File: config.mk
export PLATFORM = sky130hd
export DESIGN_NAME = cmpe_top
export DESIGN_NICKNAME = d
export VERILOG_FILES = /design/src/cmpe_pkg.sv /design/src/cmpe_sync.sv /design/src/cmpe_top.sv
export SDC_FILE = /design/constraint.sdc
export NUM_CORES = 1
export LEC_CHECK = 0
export BUFFER_PORTS_ARGS = -buffer_cell sky130_fd_sc_hd__buf_4
export CAP_MARGIN = 10
export CELL_PAD_IN_SITES_DETAIL_PLACEMENT = 2
export CELL_PAD_IN_SITES_GLOBAL_PLACEMENT = 2
export CORE_ASPECT_RATIO = 2
export CORE_MARGIN = 1
export CORE_UTILIZATION = 29
export CTS_BUF_LIST = sky130_fd_sc_hd__clkbuf_8
export DETAILED_ROUTE_END_ITERATION = 10
export PLACE_DENSITY = 0.88
export SYNTH_ARGS = -nofsm -noshare
export SYNTH_HDL_FRONTEND = slang
export SYNTH_SLANG_ARGS = --single-unit
export TNS_END_PERCENT = 1
File: constraint.sdc
create_clock -name clk_sys -period 3.81 [get_ports clk_sys]
set_input_delay 0.5715 -clock clk_sys [delete_from_list [all_inputs] [get_ports clk_sys]]
set_output_delay 0.5715 -clock clk_sys [all_outputs]
set_load 0.02 [all_outputs]
File: src/cmpe_pkg.sv
package cmpe_pkg;

    // trigger / interrupt condition encodings
    typedef enum logic [2:0] {
        trig_off       = 3'h0,
        trig_level_hi  = 3'h1,
        trig_level_lo  = 3'h3,
        trig_edge_down = 3'h2,
        trig_edge_up   = 3'h6,
        trig_edge_any  = 3'h7
    } cmpe_cond_t;

    typedef enum logic [1:0] {
        ref_src_own_pin   = 2'h0,
        ref_src_first_pin = 2'h1,
        ref_src_internal  = 2'h2
    } cmpe_src_t;

    // register byte offsets
    localparam logic [11:0] OFF_CFG    = 12'h000;
    localparam logic [11:0] OFF_REF    = 12'h004;
    localparam logic [11:0] OFF_IEN    = 12'h008;
    localparam logic [11:0] OFF_RAW    = 12'h00c;
    localparam logic [11:0] OFF_MIS    = 12'h010;
    localparam logic [11:0] OFF_VAL    = 12'h014;
    localparam logic [11:0] OFF_EVT    = 12'h018;
    localparam logic [11:0] OFF_EVTMSK = 12'h01c;

    // config field positions
    localparam int CFG_TRIG_LSB = 0;
    localparam int CFG_INT_LSB  = 4;
    localparam int CFG_SRC_LSB  = 8;
    localparam int CFG_INV_BIT  = 12;

    localparam int          REF_W     = 5;
    localparam logic [4:0]  REF_OFF   = 5'h1f;
    localparam logic [4:0]  REF_TOP   = 5'h1c;
    localparam int          EVT_W     = 3;

    typedef struct packed {
        logic       invert;
        cmpe_src_t  src;
        cmpe_cond_t intCond;
        cmpe_cond_t trigCond;
    } cmpe_cfg_t;

    localparam cmpe_cfg_t CFG_RESET = '{invert: 1'b0, src: ref_src_own_pin,
                                        intCond: trig_off, trigCond: trig_off};

endpackage

File: src/cmpe_sync.sv
`timescale 1ns/1ns
module cmpe_sync (
    // clock and reset
    input  wire logic clk_sys,
    input  wire logic reset_n,
    // async in / synced out
    input  wire logic asyncIn,
    output logic      syncOut
);
    logic stage1Reg;

    always_ff @(posedge clk_sys) begin
        if (!reset_n) begin
            stage1Reg <= 1'b0;
            syncOut   <= 1'b0;
        end else begin
            stage1Reg <= asyncIn;
            syncOut   <= stage1Reg;
        end
    end
endmodule // cmpe_sync

File: src/cmpe_top.sv
// Behaviour
// - trigger select has an off setting and level-high and level-low settings.
// - trigger select has falling, rising and either-edge settings.
// - interrupt select has level-high and level-low settings.
// - interrupt select has falling, rising and either-edge settings.
// - interrupt and trigger conditions are decoded independently.
// - reference source picks own pin, comparator zero pin or internal reference.
// - output pin carries the result plain or inverted.
// - a software clear drops the pending interrupt.
// - with a level condition the pending bit stays set while the level holds.
// - the pending interrupt reaches the processor only while enabled.
// - software reads both raw and enable-gated pending state.
// - reference level select has an off code and steps from 0 V upward.
// - software reads the live comparator output as one or zero.
//
// Our own choices: the register offsets and the APB register port.
`timescale 1ns/1ns
module cmpe_top (
    // clock and reset
    input  wire logic        clk_sys,
    input  wire logic        reset_n,
    // apb slave
    input  wire logic        psel,
    input  wire logic        penable,
    input  wire logic        pwrite,
    input  wire logic [11:0] paddr,
    input  wire logic [31:0] pwdata,
    output logic      [31:0] prdata,
    output logic             pready,
    output logic             pslverr,
    // analog side
    input  wire logic        cmpOutAsync,
    output logic      [1:0]  refSrcSel,
    output logic      [4:0]  refLevelSel,
    output logic             refEnable,
    // converter and pin
    output logic             adcTrig,
    output logic             cmpPinOut,
    // interrupt
    output logic             irq
);
    cmpe_pkg::cmpe_cfg_t cfg_reg;
    logic [cmpe_pkg::REF_W-1:0] ref_reg;
    logic                       ien_reg;
    logic                       pend_reg;
    logic [cmpe_pkg::EVT_W-1:0] evt_reg;
    logic [cmpe_pkg::EVT_W-1:0] evtMsk_reg;
    logic                       cmpSync;
    logic                       cmpPrev_reg;
    logic                       intHit;
    logic                       trigHit;
    logic                       wrEn;
    logic                       rdEn;
    logic                       clrPend;
    logic                       rdEvt;
    logic [cmpe_pkg::EVT_W-1:0] evtSet;
    logic [31:0]                rdData;
    logic                       addrOk;

    // condition decode, used for both trigger and interrupt
    function automatic logic condHit(input cmpe_pkg::cmpe_cond_t c,
                                     input logic cur, input logic prev);
        case (c)
            cmpe_pkg::trig_off:       condHit = 1'b0;
            cmpe_pkg::trig_level_hi:  condHit = cur;
            cmpe_pkg::trig_level_lo:  condHit = !cur;
            cmpe_pkg::trig_edge_down: condHit = prev && !cur;
            cmpe_pkg::trig_edge_up:   condHit = !prev && cur;
            cmpe_pkg::trig_edge_any:  condHit = prev ^ cur;
            default:                  condHit = 1'b0;
        endcase
    endfunction

    function automatic logic isLevel(input cmpe_pkg::cmpe_cond_t c);
        isLevel = (c == cmpe_pkg::trig_level_hi) || (c == cmpe_pkg::trig_level_lo);
    endfunction

    cmpe_sync u_sync (
        .clk_sys (clk_sys),
        .reset_n (reset_n),
        .asyncIn (cmpOutAsync),
        .syncOut (cmpSync)
    );

    always_ff @(posedge clk_sys) begin
        if (!reset_n) begin
            cmpPrev_reg <= 1'b0;
        end else begin
            cmpPrev_reg <= cmpSync;
        end
    end

    // independent decoders
    assign trigHit = condHit(cfg_reg.trigCond, cmpSync, cmpPrev_reg);
    assign intHit  = condHit(cfg_reg.intCond, cmpSync, cmpPrev_reg);

    assign wrEn    = psel && penable && pwrite;
    assign rdEn    = psel && penable && !pwrite;
    assign clrPend = wrEn && (paddr == cmpe_pkg::OFF_RAW) && pwdata[0];
    assign rdEvt   = rdEn && (paddr == cmpe_pkg::OFF_EVT);
    assign evtSet  = {trigHit, cmpSync != cmpPrev_reg, intHit};

    // configuration registers
    always_ff @(posedge clk_sys) begin
        if (!reset_n) begin
            cfg_reg    <= cmpe_pkg::CFG_RESET;
            ref_reg    <= cmpe_pkg::REF_OFF;
            ien_reg    <= 1'b0;
            evtMsk_reg <= '0;
        end else if (wrEn) begin
            case (paddr)
                cmpe_pkg::OFF_CFG: begin
                    cfg_reg.trigCond <= cmpe_pkg::cmpe_cond_t'(
                        pwdata[cmpe_pkg::CFG_TRIG_LSB +: 3]);
                    cfg_reg.intCond  <= cmpe_pkg::cmpe_cond_t'(
                        pwdata[cmpe_pkg::CFG_INT_LSB +: 3]);
                    cfg_reg.src      <= cmpe_pkg::cmpe_src_t'(
                        pwdata[cmpe_pkg::CFG_SRC_LSB +: 2]);
                    cfg_reg.invert   <= pwdata[cmpe_pkg::CFG_INV_BIT];
                end
                cmpe_pkg::OFF_REF:    ref_reg    <= pwdata[cmpe_pkg::REF_W-1:0];
                cmpe_pkg::OFF_IEN:    ien_reg    <= pwdata[0];
                cmpe_pkg::OFF_EVTMSK: evtMsk_reg <= pwdata[cmpe_pkg::EVT_W-1:0];
                default: begin
                end
            endcase
        end
    end

    // pending interrupt: set wins over clear, level holds it set
    always_ff @(posedge clk_sys) begin
        if (!reset_n) begin
            pend_reg <= 1'b0;
        end else if (intHit) begin
            pend_reg <= 1'b1;
        end else if (clrPend) begin
            pend_reg <= 1'b0;
        end
    end

    // sticky event status, cleared by read, set wins
    always_ff @(posedge clk_sys) begin
        if (!reset_n) begin
            evt_reg <= '0;
        end else begin
            evt_reg <= (rdEvt ? '0 : evt_reg) | evtSet;
        end
    end

    // read mux
    always_comb begin
        addrOk = 1'b1;
        rdData = '0;
        case (paddr)
            cmpe_pkg::OFF_CFG: begin
                rdData[cmpe_pkg::CFG_TRIG_LSB +: 3] = cfg_reg.trigCond;
                rdData[cmpe_pkg::CFG_INT_LSB +: 3]  = cfg_reg.intCond;
                rdData[cmpe_pkg::CFG_SRC_LSB +: 2]  = cfg_reg.src;
                rdData[cmpe_pkg::CFG_INV_BIT]       = cfg_reg.invert;
            end
            cmpe_pkg::OFF_REF:    rdData[cmpe_pkg::REF_W-1:0] = ref_reg;
            cmpe_pkg::OFF_IEN:    rdData[0] = ien_reg;
            cmpe_pkg::OFF_RAW:    rdData[0] = pend_reg;
            cmpe_pkg::OFF_MIS:    rdData[0] = pend_reg && ien_reg;
            cmpe_pkg::OFF_VAL:    rdData[0] = cmpSync;
            cmpe_pkg::OFF_EVT:    rdData[cmpe_pkg::EVT_W-1:0] = evt_reg;
            cmpe_pkg::OFF_EVTMSK: rdData[cmpe_pkg::EVT_W-1:0] = evtMsk_reg;
            default:              addrOk = 1'b0;
        endcase
    end

    // apb answer: no wait states, data registered
    always_ff @(posedge clk_sys) begin
        if (!reset_n) begin
            pready  <= 1'b0;
            prdata  <= '0;
            pslverr <= 1'b0;
        end else begin
            pready  <= psel && !penable;
            prdata  <= (psel && !penable && !pwrite) ? rdData : '0;
            pslverr <= psel && !penable && !addrOk;
        end
    end

    // outputs from flops
    always_ff @(posedge clk_sys) begin
        if (!reset_n) begin
            adcTrig     <= 1'b0;
            cmpPinOut   <= 1'b0;
            irq         <= 1'b0;
            refSrcSel   <= cmpe_pkg::ref_src_own_pin;
            refLevelSel <= cmpe_pkg::REF_OFF;
            refEnable   <= 1'b0;
        end else begin
            adcTrig     <= trigHit;
            cmpPinOut   <= cmpSync ^ cfg_reg.invert;
            irq         <= (pend_reg && ien_reg) || |(evt_reg & evtMsk_reg);
            refSrcSel   <= cfg_reg.src;
            refLevelSel <= ref_reg;
            refEnable   <= ref_reg <= cmpe_pkg::REF_TOP;
        end
    end

    a_irq_gated: assert property (@(posedge clk_sys) disable iff (!reset_n)
        !ien_reg && !(|(evt_reg & evtMsk_reg)) |=> !irq)
        else $error("irq raised while disabled");
    a_pend_level: assert property (@(posedge clk_sys) disable iff (!reset_n)
        isLevel(cfg_reg.intCond) && intHit |=> pend_reg)
        else $error("level pending lost");
    a_pend_clear: assert property (@(posedge clk_sys) disable iff (!reset_n)
        clrPend && !intHit |=> !pend_reg)
        else $error("pending not cleared");
    a_trig_rise: assert property (@(posedge clk_sys) disable iff (!reset_n)
        cfg_reg.trigCond == cmpe_pkg::trig_edge_up && $rose(cmpSync) |=> adcTrig)
        else $error("rising trigger missed");
    a_trig_off: assert property (@(posedge clk_sys) disable iff (!reset_n)
        cfg_reg.trigCond == cmpe_pkg::trig_off |=> !adcTrig)
        else $error("trigger while off");
    a_pin_invert: assert property (@(posedge clk_sys) disable iff (!reset_n)
        ##1 cmpPinOut == ($past(cmpSync) ^ $past(cfg_reg.invert)))
        else $error("pin polarity wrong");
    a_int_fall: assert property (@(posedge clk_sys) disable iff (!reset_n)
        cfg_reg.intCond == cmpe_pkg::trig_edge_down && $fell(cmpSync) |=> pend_reg)
        else $error("falling interrupt missed");
    a_sync_delay: assert property (@(posedge clk_sys) disable iff (!reset_n)
        ##2 cmpSync == $past(cmpOutAsync, 2))
        else $error("sync delay wrong");
endmodule // cmpe_top

# --- Yosys cells after proc, flatten, opt, wreduce, memory -nomap -nowiden ---
# Cells that the tools add are included.
classes:
  n_mul: 0
  magnitude_cmp: 1
  n_bitwise: 4
  mux: 9
  n_reduce_logical: 29
  n_eq_ne: 18
  shifts: 0
  n_addsub: 0
  n_div: 0
ops:
  columns: ["op", "count"]
  rows:
  - ["$eq A12 B5 Y1 const B", 4]
  - ["$eq A12 B4 Y1 const B", 2]
  - ["$eq A12 B3 Y1 const B", 1]
  - ["$eq A3 B2 Y1 const B", 4]
  - ["$eq A3 B3 Y1 const B", 4]
  - ["$logic_and A1 B1 Y1", 12]
  - ["$logic_not A12 Y1", 1]
  - ["$pmux W1 S5", 2]
  - ["$reduce_and A2 Y1", 5]
  - ["$pmux W1 S8", 1]
  - ["$pmux W2 S4", 1]
  - ["$reduce_or A8 Y1", 1]
  - ["$eq A3 B1 Y1 const B", 2]
  - ["$reduce_and A3 Y1", 2]
  - ["$le A5 B5 Y1 const B", 1]
  - ["$logic_not A1 Y1", 5]
  - ["$and A3 B3 Y3", 1]
  - ["$mux W1", 3]
  - ["$mux W3", 1]
  - ["$or A3 B3 Y3", 1]
  - ["$reduce_or A3 Y1", 1]
  - ["$pmux W1 S2", 1]
  - ["$reduce_bool A2 Y1", 1]
  - ["$xor A1 B1 Y1", 2]
  - ["2 further kinds", 2]
word_totals:
  out_inout_bits: 45
  ram_bits: 0
  inputBits: 50
  ff_bits: 70
  n_memories: 0
  romBits: 0
  latchBits: 0

# --- Longest topological paths before layout ---
# Gate-level depths: netlist (run 1).
logic_depth:
  depth_word: 6
  ltp_mapped: 7

# --- Cells and area by module ---
# From an unflattened synthesis (run 1), not the netlist that was laid out.
hier_totals:
  cells_unflattened: 224
  area_unflattened_um2: 2147.1
by_module_without_submodules:
  columns: ["module", "cells_per_inst", "seq_area_each_um2", "area_per_inst_um2", "n_inst"]
  rows:
  - ["cmpe_top", 220, 920.9, 2094.5, 1]
  - ["cmpe_sync", 4, 40.0, 52.6, 1]

# --- Worst setup path after synthesis (run 1) ---
# Ideal clock, no wire load.
synth_path:
  kind: "input port to flip-flop"
  from: "input port paddr[9]"
  to: "register cfg_reg[0] (netlist bit)"
  slack_ns: 1.496
  arrival_ns: 2.243
  stages: 7
  path_cell_list: "or4_4 > buf_6 > or4_4 > buf_6 > nor4_4 > buf_6 > mux2i_1"
synth_via:
  elab_chain_cells: 2
synth_lines:
  columns: ["item", "line", "text"]
  rows:
  - ["start: declaration", "cmpe_top.sv:26", "input wire logic [11:0] paddr,"]
  - ["$logic_not A12 Y1", "cmpe_top.sv:111", "case (paddr)"]
  - ["$reduce_and A2 Y1 (no line)", null, null]
  - ["end signal: assignment", "cmpe_top.sv:106", "cfg_reg <= cmpe_pkg::CFG_RESET;"]
  - ["end: declaration", "cmpe_top.sv:42", "cmpe_pkg::cmpe_cfg_t cfg_reg;"]
# No other way between the ends.
# A chain may end at the register's enable or synchronous reset.

# --- Final worst setup path (run 1) ---
layout_path:
  from: "input port paddr[9]"
  to: "register prdata[8]"
layout_via:
  elab_chain_cells: 2
layout_lines:
  columns: ["item", "line", "text"]
  rows:
  - ["$logic_not A12 Y1", "cmpe_top.sv:154", "case (paddr)"]
  - ["$reduce_and A3 Y1 (no line)", null, null]
  - ["end signal: assignment", "cmpe_top.sv:180", "prdata <= (psel && !penable && !pwrite) ? rdData : '0;"]
  - ["end: declaration", "cmpe_top.sv:28", "output logic [31:0] prdata,"]
# No other way between the ends.

==> metrics.txt, run 1 <==
status completed; WHS Path Cells 1; Worst-Skew Late Latency 0.32 ns; antenna violations before repair 0; Inst Count DP 368; vias in the first global route 1982; DP HPWL 4.52 mm; Clock Path Buffers 2; Crit path arrival time 2.45 ns; Slew @ Worst Pin 0.916 ns; Synth Flop Type dfxtp_1; Sequential cell area 961 um2; pin count of the biggest net entering global routing 30; Final Max Slew Viols 0; asr flop ratio synth 0; ANT nets after route 0; initial core utilization 0.298; final net count 335; total power draw 0.992 mW; Peak Freq 457 MHz; min-delay worst type flop to flop; CTS Buf Count 5; commonest non-fill, non-tap cell in the layout buf_4; Netlist Area Pre-Place 2170 um2; Critical R2R Launch u_sync.syncOut; Worst slew margin 0.383; Via-to-Cell Ratio 4.94; ant diodes 0; Final period util 0.575; syn avg cell area 9.11 um2; Layout Cells excl Fill 376; hold-critical path endpoint u_sync.syncOut; layout cells sized above 1 0.229; Largest register FFs 10; Clock Skew 0.0123 ns; DRC viols 0; Yosys top cell by area dfxtp_1; first-pass GRT wire length 9.60 mm; TNS Setup 0 ns; Critical R2R Capture evt_reg[0]; First DRT Iteration DRCs 54; synth top area cells dfxtp_1, mux2i_1, buf_4; post-synth cell types 47; TritonCTS clock tree yes; Fillers 838; Die Span Y 124 um; Detailed Route WL 6.07 mm; Hold Startpoint u_sync.stage1Reg; pwr dens 377 nW/um2; Worst Path Max Fanout 8; IO Count 95; Reg2Reg Setup Slack 2.09 ns; area grow syn2layout 21.4%; Hold-fix buffers, CTS 0; Crit. End Element flop; Cell Rows 44; Seq cells post-synth 48; WS Path Type input port to flop; Root Driver clkbuf_8; Setup crit start kind input port; CTS H-Tree Depth 2; Peak VDD IR 241 uV; Pre-Repair DR Iteration Count 4; IO buf count 50; RSZ-0062 raised after global routing no; RD Place Congestion 0.748; Worst Path Required 4.07 ns; Synth warnings 0; path depth of the worst reg2reg path 6; Syn Inst Count 238; leak pwr 1.06 nW; Multi-input gate area 1030 um2; Die Wd 63.1 um; Yosys top cell area share 0.443; gr ovfl total 0; minimum clock period 2.19 ns; die area 7840 um2; WL/cell 16.1 um; Setup Viol. Count Final 0; Clock Pin Slew Worst Setup and Hold Paths 0.09 ns; Placeable Area 7270 um2; Hold Violations, Final 0; sequential cell area fraction in the yosys report 0.443; PostCTS Resize Cnt 0; EDFF count, synth 0; post-CTS setup buffers 0; GRT Util Overall 0.161; most frequent cells in the layout buf_4, dfxtp_1, nand2_1; CTS sink count 48; max-cap violations 0; via count of the routed design 1857
==> cell usage after synthesis (2+ instances only) <==
cell and count:
a21oi_1 15, a31oi_1 2, and2_1 8, buf_4 22, buf_6 3, clkbuf_1 7, dfxtp_1 48, ha_1 2
inv_1 5, mux2i_1 17, nand2_1 33, nand2b_1 5, nand4_1 4, nor2_1 15, nor2b_1 2, nor3_1 3
nor4_1 2, nor4b_1 6, o21ai_0 6, o22a_1 2, or4_1 3, or4_4 2, xnor2_1 2
==> cells by family after synthesis <==
kind of cell    count (synthesis)  share of synthesized area
other cells                     1                    0.00173
mux                            17                     0.0785
buf+inv                        40                      0.118
xor+xnor                        3                     0.0121
compound gates                 34                     0.0959
simple gates                   93                      0.238
fa+ha+maj                       2                     0.0115
flops                          48                      0.443
==> worst max path at each step <==
| stage | cells past startpoint | from | slack (ns) | end |
|---|---|---|---|---|
| global placement | 5 | paddr[9] | 1.26 | prdata[8] |
| CTS | 5 | paddr[9] | 1.58 | prdata[8] |
| global route | 5 | reset_n | 1.51 | prdata[8] |
| finish | 5 | paddr[9] | 1.62 | prdata[8] |
| floorplan | 7 | paddr[9] | 1.50 | cfg_reg[0] |
| detailed placement | 5 | paddr[9] | 1.26 | prdata[8] |
==> per-stage QoR <==
| step | util | hold slack, ns | area, um2 | setup slack, ns |
|---|---|---|---|---|
| after global routing | 0.362 | 0.457 | 2630 | 1.51 |
| after global placement | 0.345 | 0.417 | 2510 | 1.26 |
| final | 0.362 | 0.448 | 2630 | 1.62 |
| after detailed placement | 0.345 | 0.432 | 2510 | 1.26 |
| after CTS | 0.362 | 0.453 | 2630 | 1.58 |
| after floorplan | - | 0.412 | 2250 | 1.50 |
==> cell type report <==
type | count | share of cell area
Inverter | 6 | 0.00856
Clock buffer | 6 | 0.0314
Multi-Input combinational cell | 171 | 0.391
Sequential cell | 48 | 0.365
Timing Repair Buffer | 51 | 0.146
Tap cell | 92 | 0.0437
Clock inverter | 2 | 0.0147
==> critical path: stages <==
cell,delay [ns]
buf_4,0.11
or4_4,0.58
or4_1,0.70
nor3_2,0.30
and2_1,0.19
==> layer usage <==
| layer | global-route usage | vias up | part of all wire |
|---|---|---|---|
| li1 | - | 865 | - |
| met1 | 0.147 | 906 | 0.35 |
| met2 | 0.313 | 74 | 0.57 |
| met3 | 0.0256 | 12 | 0.045 |
| met4 | 0.101 | 0 | 0.036 |
| met5 | 0 | - | 0 |
==> report_power, final <==
group          switching [mW]  leakage [nW]  internal, mW
clock                   0.181        0.0614         0.215
sequential            0.00232         0.388         0.504
combinational          0.0583         0.614        0.0312
No activity file was read; power rests on OpenSTA's default activity.
==> inputs of run 2 (changes only) <==
Settings changed: CORE_UTILIZATION 29 to 27, PLACE_DENSITY 0.88 to 0.83.
Clock period 3.81 ns to 2.1 ns, I/O delays scaled along.
==> run 2 against run 1 <==
First-iteration DRC count is 19% lower. Hold slack worse by 0.24 ns. Cell count is 2.9% higher. Flip-flop and latch count stayed put. Highest routed layer unchanged. Setup slack worse by 1.3 ns. Routed wire length is 2.9% higher.
==> metrics.txt, run 2 (synthesized netlist as in run 1, its figures left out) <==
DRC viols 0 (unchanged); Clock Path Buffers 2 (unchanged); NetSw 0.439 mW (+82%); ant diodes 0 (unchanged); pin count of the biggest net entering global routing 29 (-3.3%); Final period util 0.871; Die Span Y 129 um (+3.6%); Peak VDD IR 317 uV (+31%); First DRT Iteration DRCs 44 (-19%); DP HPWL 4.90 mm (+8.5%); Setup Viol. Count Final 0 (unchanged); Crit. End Element flop; GRT Util Overall 0.156 (-0.00544); area grow syn2layout 25.2%; Crit path arrival time 2.07 ns (-0.38 ns); Hold Violations, Final 0 (unchanged); Hold-fix buffers, CTS 0 (unchanged); Final Max Slew Viols 0 (unchanged); pwr dens 665 nW/um2 (+76%); leak pwr 1.11 nW (+4.3%); post-CTS setup buffers 0 (unchanged); TNS Setup 0 ns (unchanged); CTS Buf Count 5 (unchanged); met1 usage 0.133 (-0.0133); vias in the first global route 1953 (-1.5%); Peak Freq 547 MHz; antenna violations before repair 0 (unchanged); Cell Rows 45 (+2.3%); Clock Power Share 0.397 (-0.002); grt met2 use 0.312 (-0.000782); combinational group share of total power 0.094 (+0.004); first-pass GRT wire length 9.66 mm (+0.66%); RD Place Congestion 0.757 (+1.2%); Multi-input gate area 1030 um2 (unchanged); Detailed Route WL 6.25 mm (+2.9%); max-cap violations 0 (unchanged); Fillers 902 (+7.6%); CTS sink count 48 (unchanged); die area 8410 um2 (+7.2%); commonest non-fill, non-tap cell in the layout buf_4; sequential share of power 0.509 (-0.002); status completed; RSZ-0062 raised after global routing no; most frequent cells in the layout buf_4, dfxtp_1, nand2_1; Pre-Repair DR Iteration Count 4 (unchanged); Sequential cell area 961 um2 (unchanged); final net count 344 (+2.7%); IO Count 95 (unchanged); Clock Pin Slew Worst Setup and Hold Paths 0.09 ns (about the same); Setup crit start kind input port; Worst Path Max Fanout 9 (+1); gr ovfl total 0 (unchanged); Worst-Skew Late Latency 0.31 ns (about the same); Die Wd 65.4 um (+3.5%); ANT nets after route 0 (unchanged); IO buf count 50 (unchanged); via count of the routed design 1858 (+0.054%); total power draw 1.81 mW (+82%); Final Util 0.354 (-0.00767); minimum clock period 1.83 ns; Via-to-Cell Ratio 4.80 (-2.8%); CTS H-Tree Depth 2 (unchanged); layout cells sized above 1 0.253 (+0.0237); min-delay worst type input port to flop; Root Driver clkbuf_8; WS Path Type input port to flop; Int Power 1.37 mW (+82%); initial core utilization 0.283 (-0.0152); met3 usage 0.0222 (-0.00348); global route hottest layer met2; WL/cell 16.1 um (about the same); Clock Skew 0.00302 ns (-0.00926 ns); Net Sw Frac 0.243 (-0.000370); Worst Path Required 2.34 ns (-1.73 ns); TritonCTS clock tree yes; Largest register FFs 10 (unchanged); PostCTS Resize Cnt 0 (unchanged); Placeable Area 7660 um2 (+5.4%)
[run 2: cell types whose count changed in the layout (fill, tap and decap cells not counted)]
cell	change
buf_4	+8
buf_12	+1
[run 2: per-stage QoR]
| stage | instance area (um2) | std cells | hold slack, ns | setup slack (ns) |
|---|---|---|---|---|
| 5_1_grt | 2710 | 387 | 0.213 | 0.208 |
| 6_report | 2710 | 387 | 0.209 | 0.271 |
| 4_1_cts | 2710 | 387 | 0.204 | 0.260 |
| 3_3_place_gp | 2590 | 379 | 0.414 | -0.00551 |
| 2_1_floorplan | 2250 | 259 | 0.394 | 0.0423 |
| 3_5_place_dp | 2590 | 379 | 0.431 | -0.0649 |
[run 2: worst paths after layout]
path	depth (start not counted)	slack, ns	endpoint	startpoint
worst max-delay path	6	0.27	cfg_reg[2]	paddr[9]
worst min-delay path	2	0.21	u_sync.stage1Reg	cmpOutAsync
worst max register to register	6	0.45	evt_reg[0]	u_sync.syncOut
worst min register to register	1	0.45	u_sync.syncOut	u_sync.stage1Reg
[run 2: power groups by stage]
stage / Clock, mW / Combinational, mW / Sequential [mW]
after floorplan: 0 / 0.125 / 0.942
after global placement: 0 / 0.165 / 0.940
after detailed placement: 0 / 0.169 / 0.940
after CTS: 0.749 / 0.171 / 0.919
after global routing: 0.773 / 0.183 / 0.920
final: 0.717 / 0.169 / 0.919
[run 2: area by class of cell]
class | instances | area share
Multi-Input combinational cell | 171 | 0.379
Tap cell | 94 | 0.0433
Clock inverter | 2 | 0.0143
Timing Repair Buffer | 60 | 0.171
Clock buffer | 6 | 0.0304
Inverter | 6 | 0.00830
Sequential cell | 48 | 0.354
[run 2: routing by layer]
layer | vias to the layer above | share of wire
li1 | 878 | -
met1 | 910 | 0.33
met2 | 59 | 0.59
met3 | 11 | 0.034
met4 | 0 | 0.046
met5 | - | 0
[run 2: critical path, cell delays in order]
cell	delay (ns)
buf_4	0.11
or4_4	0.58
or4_4	0.47
nor4_4	0.21
buf_12	0.19
mux2i_1	0.20
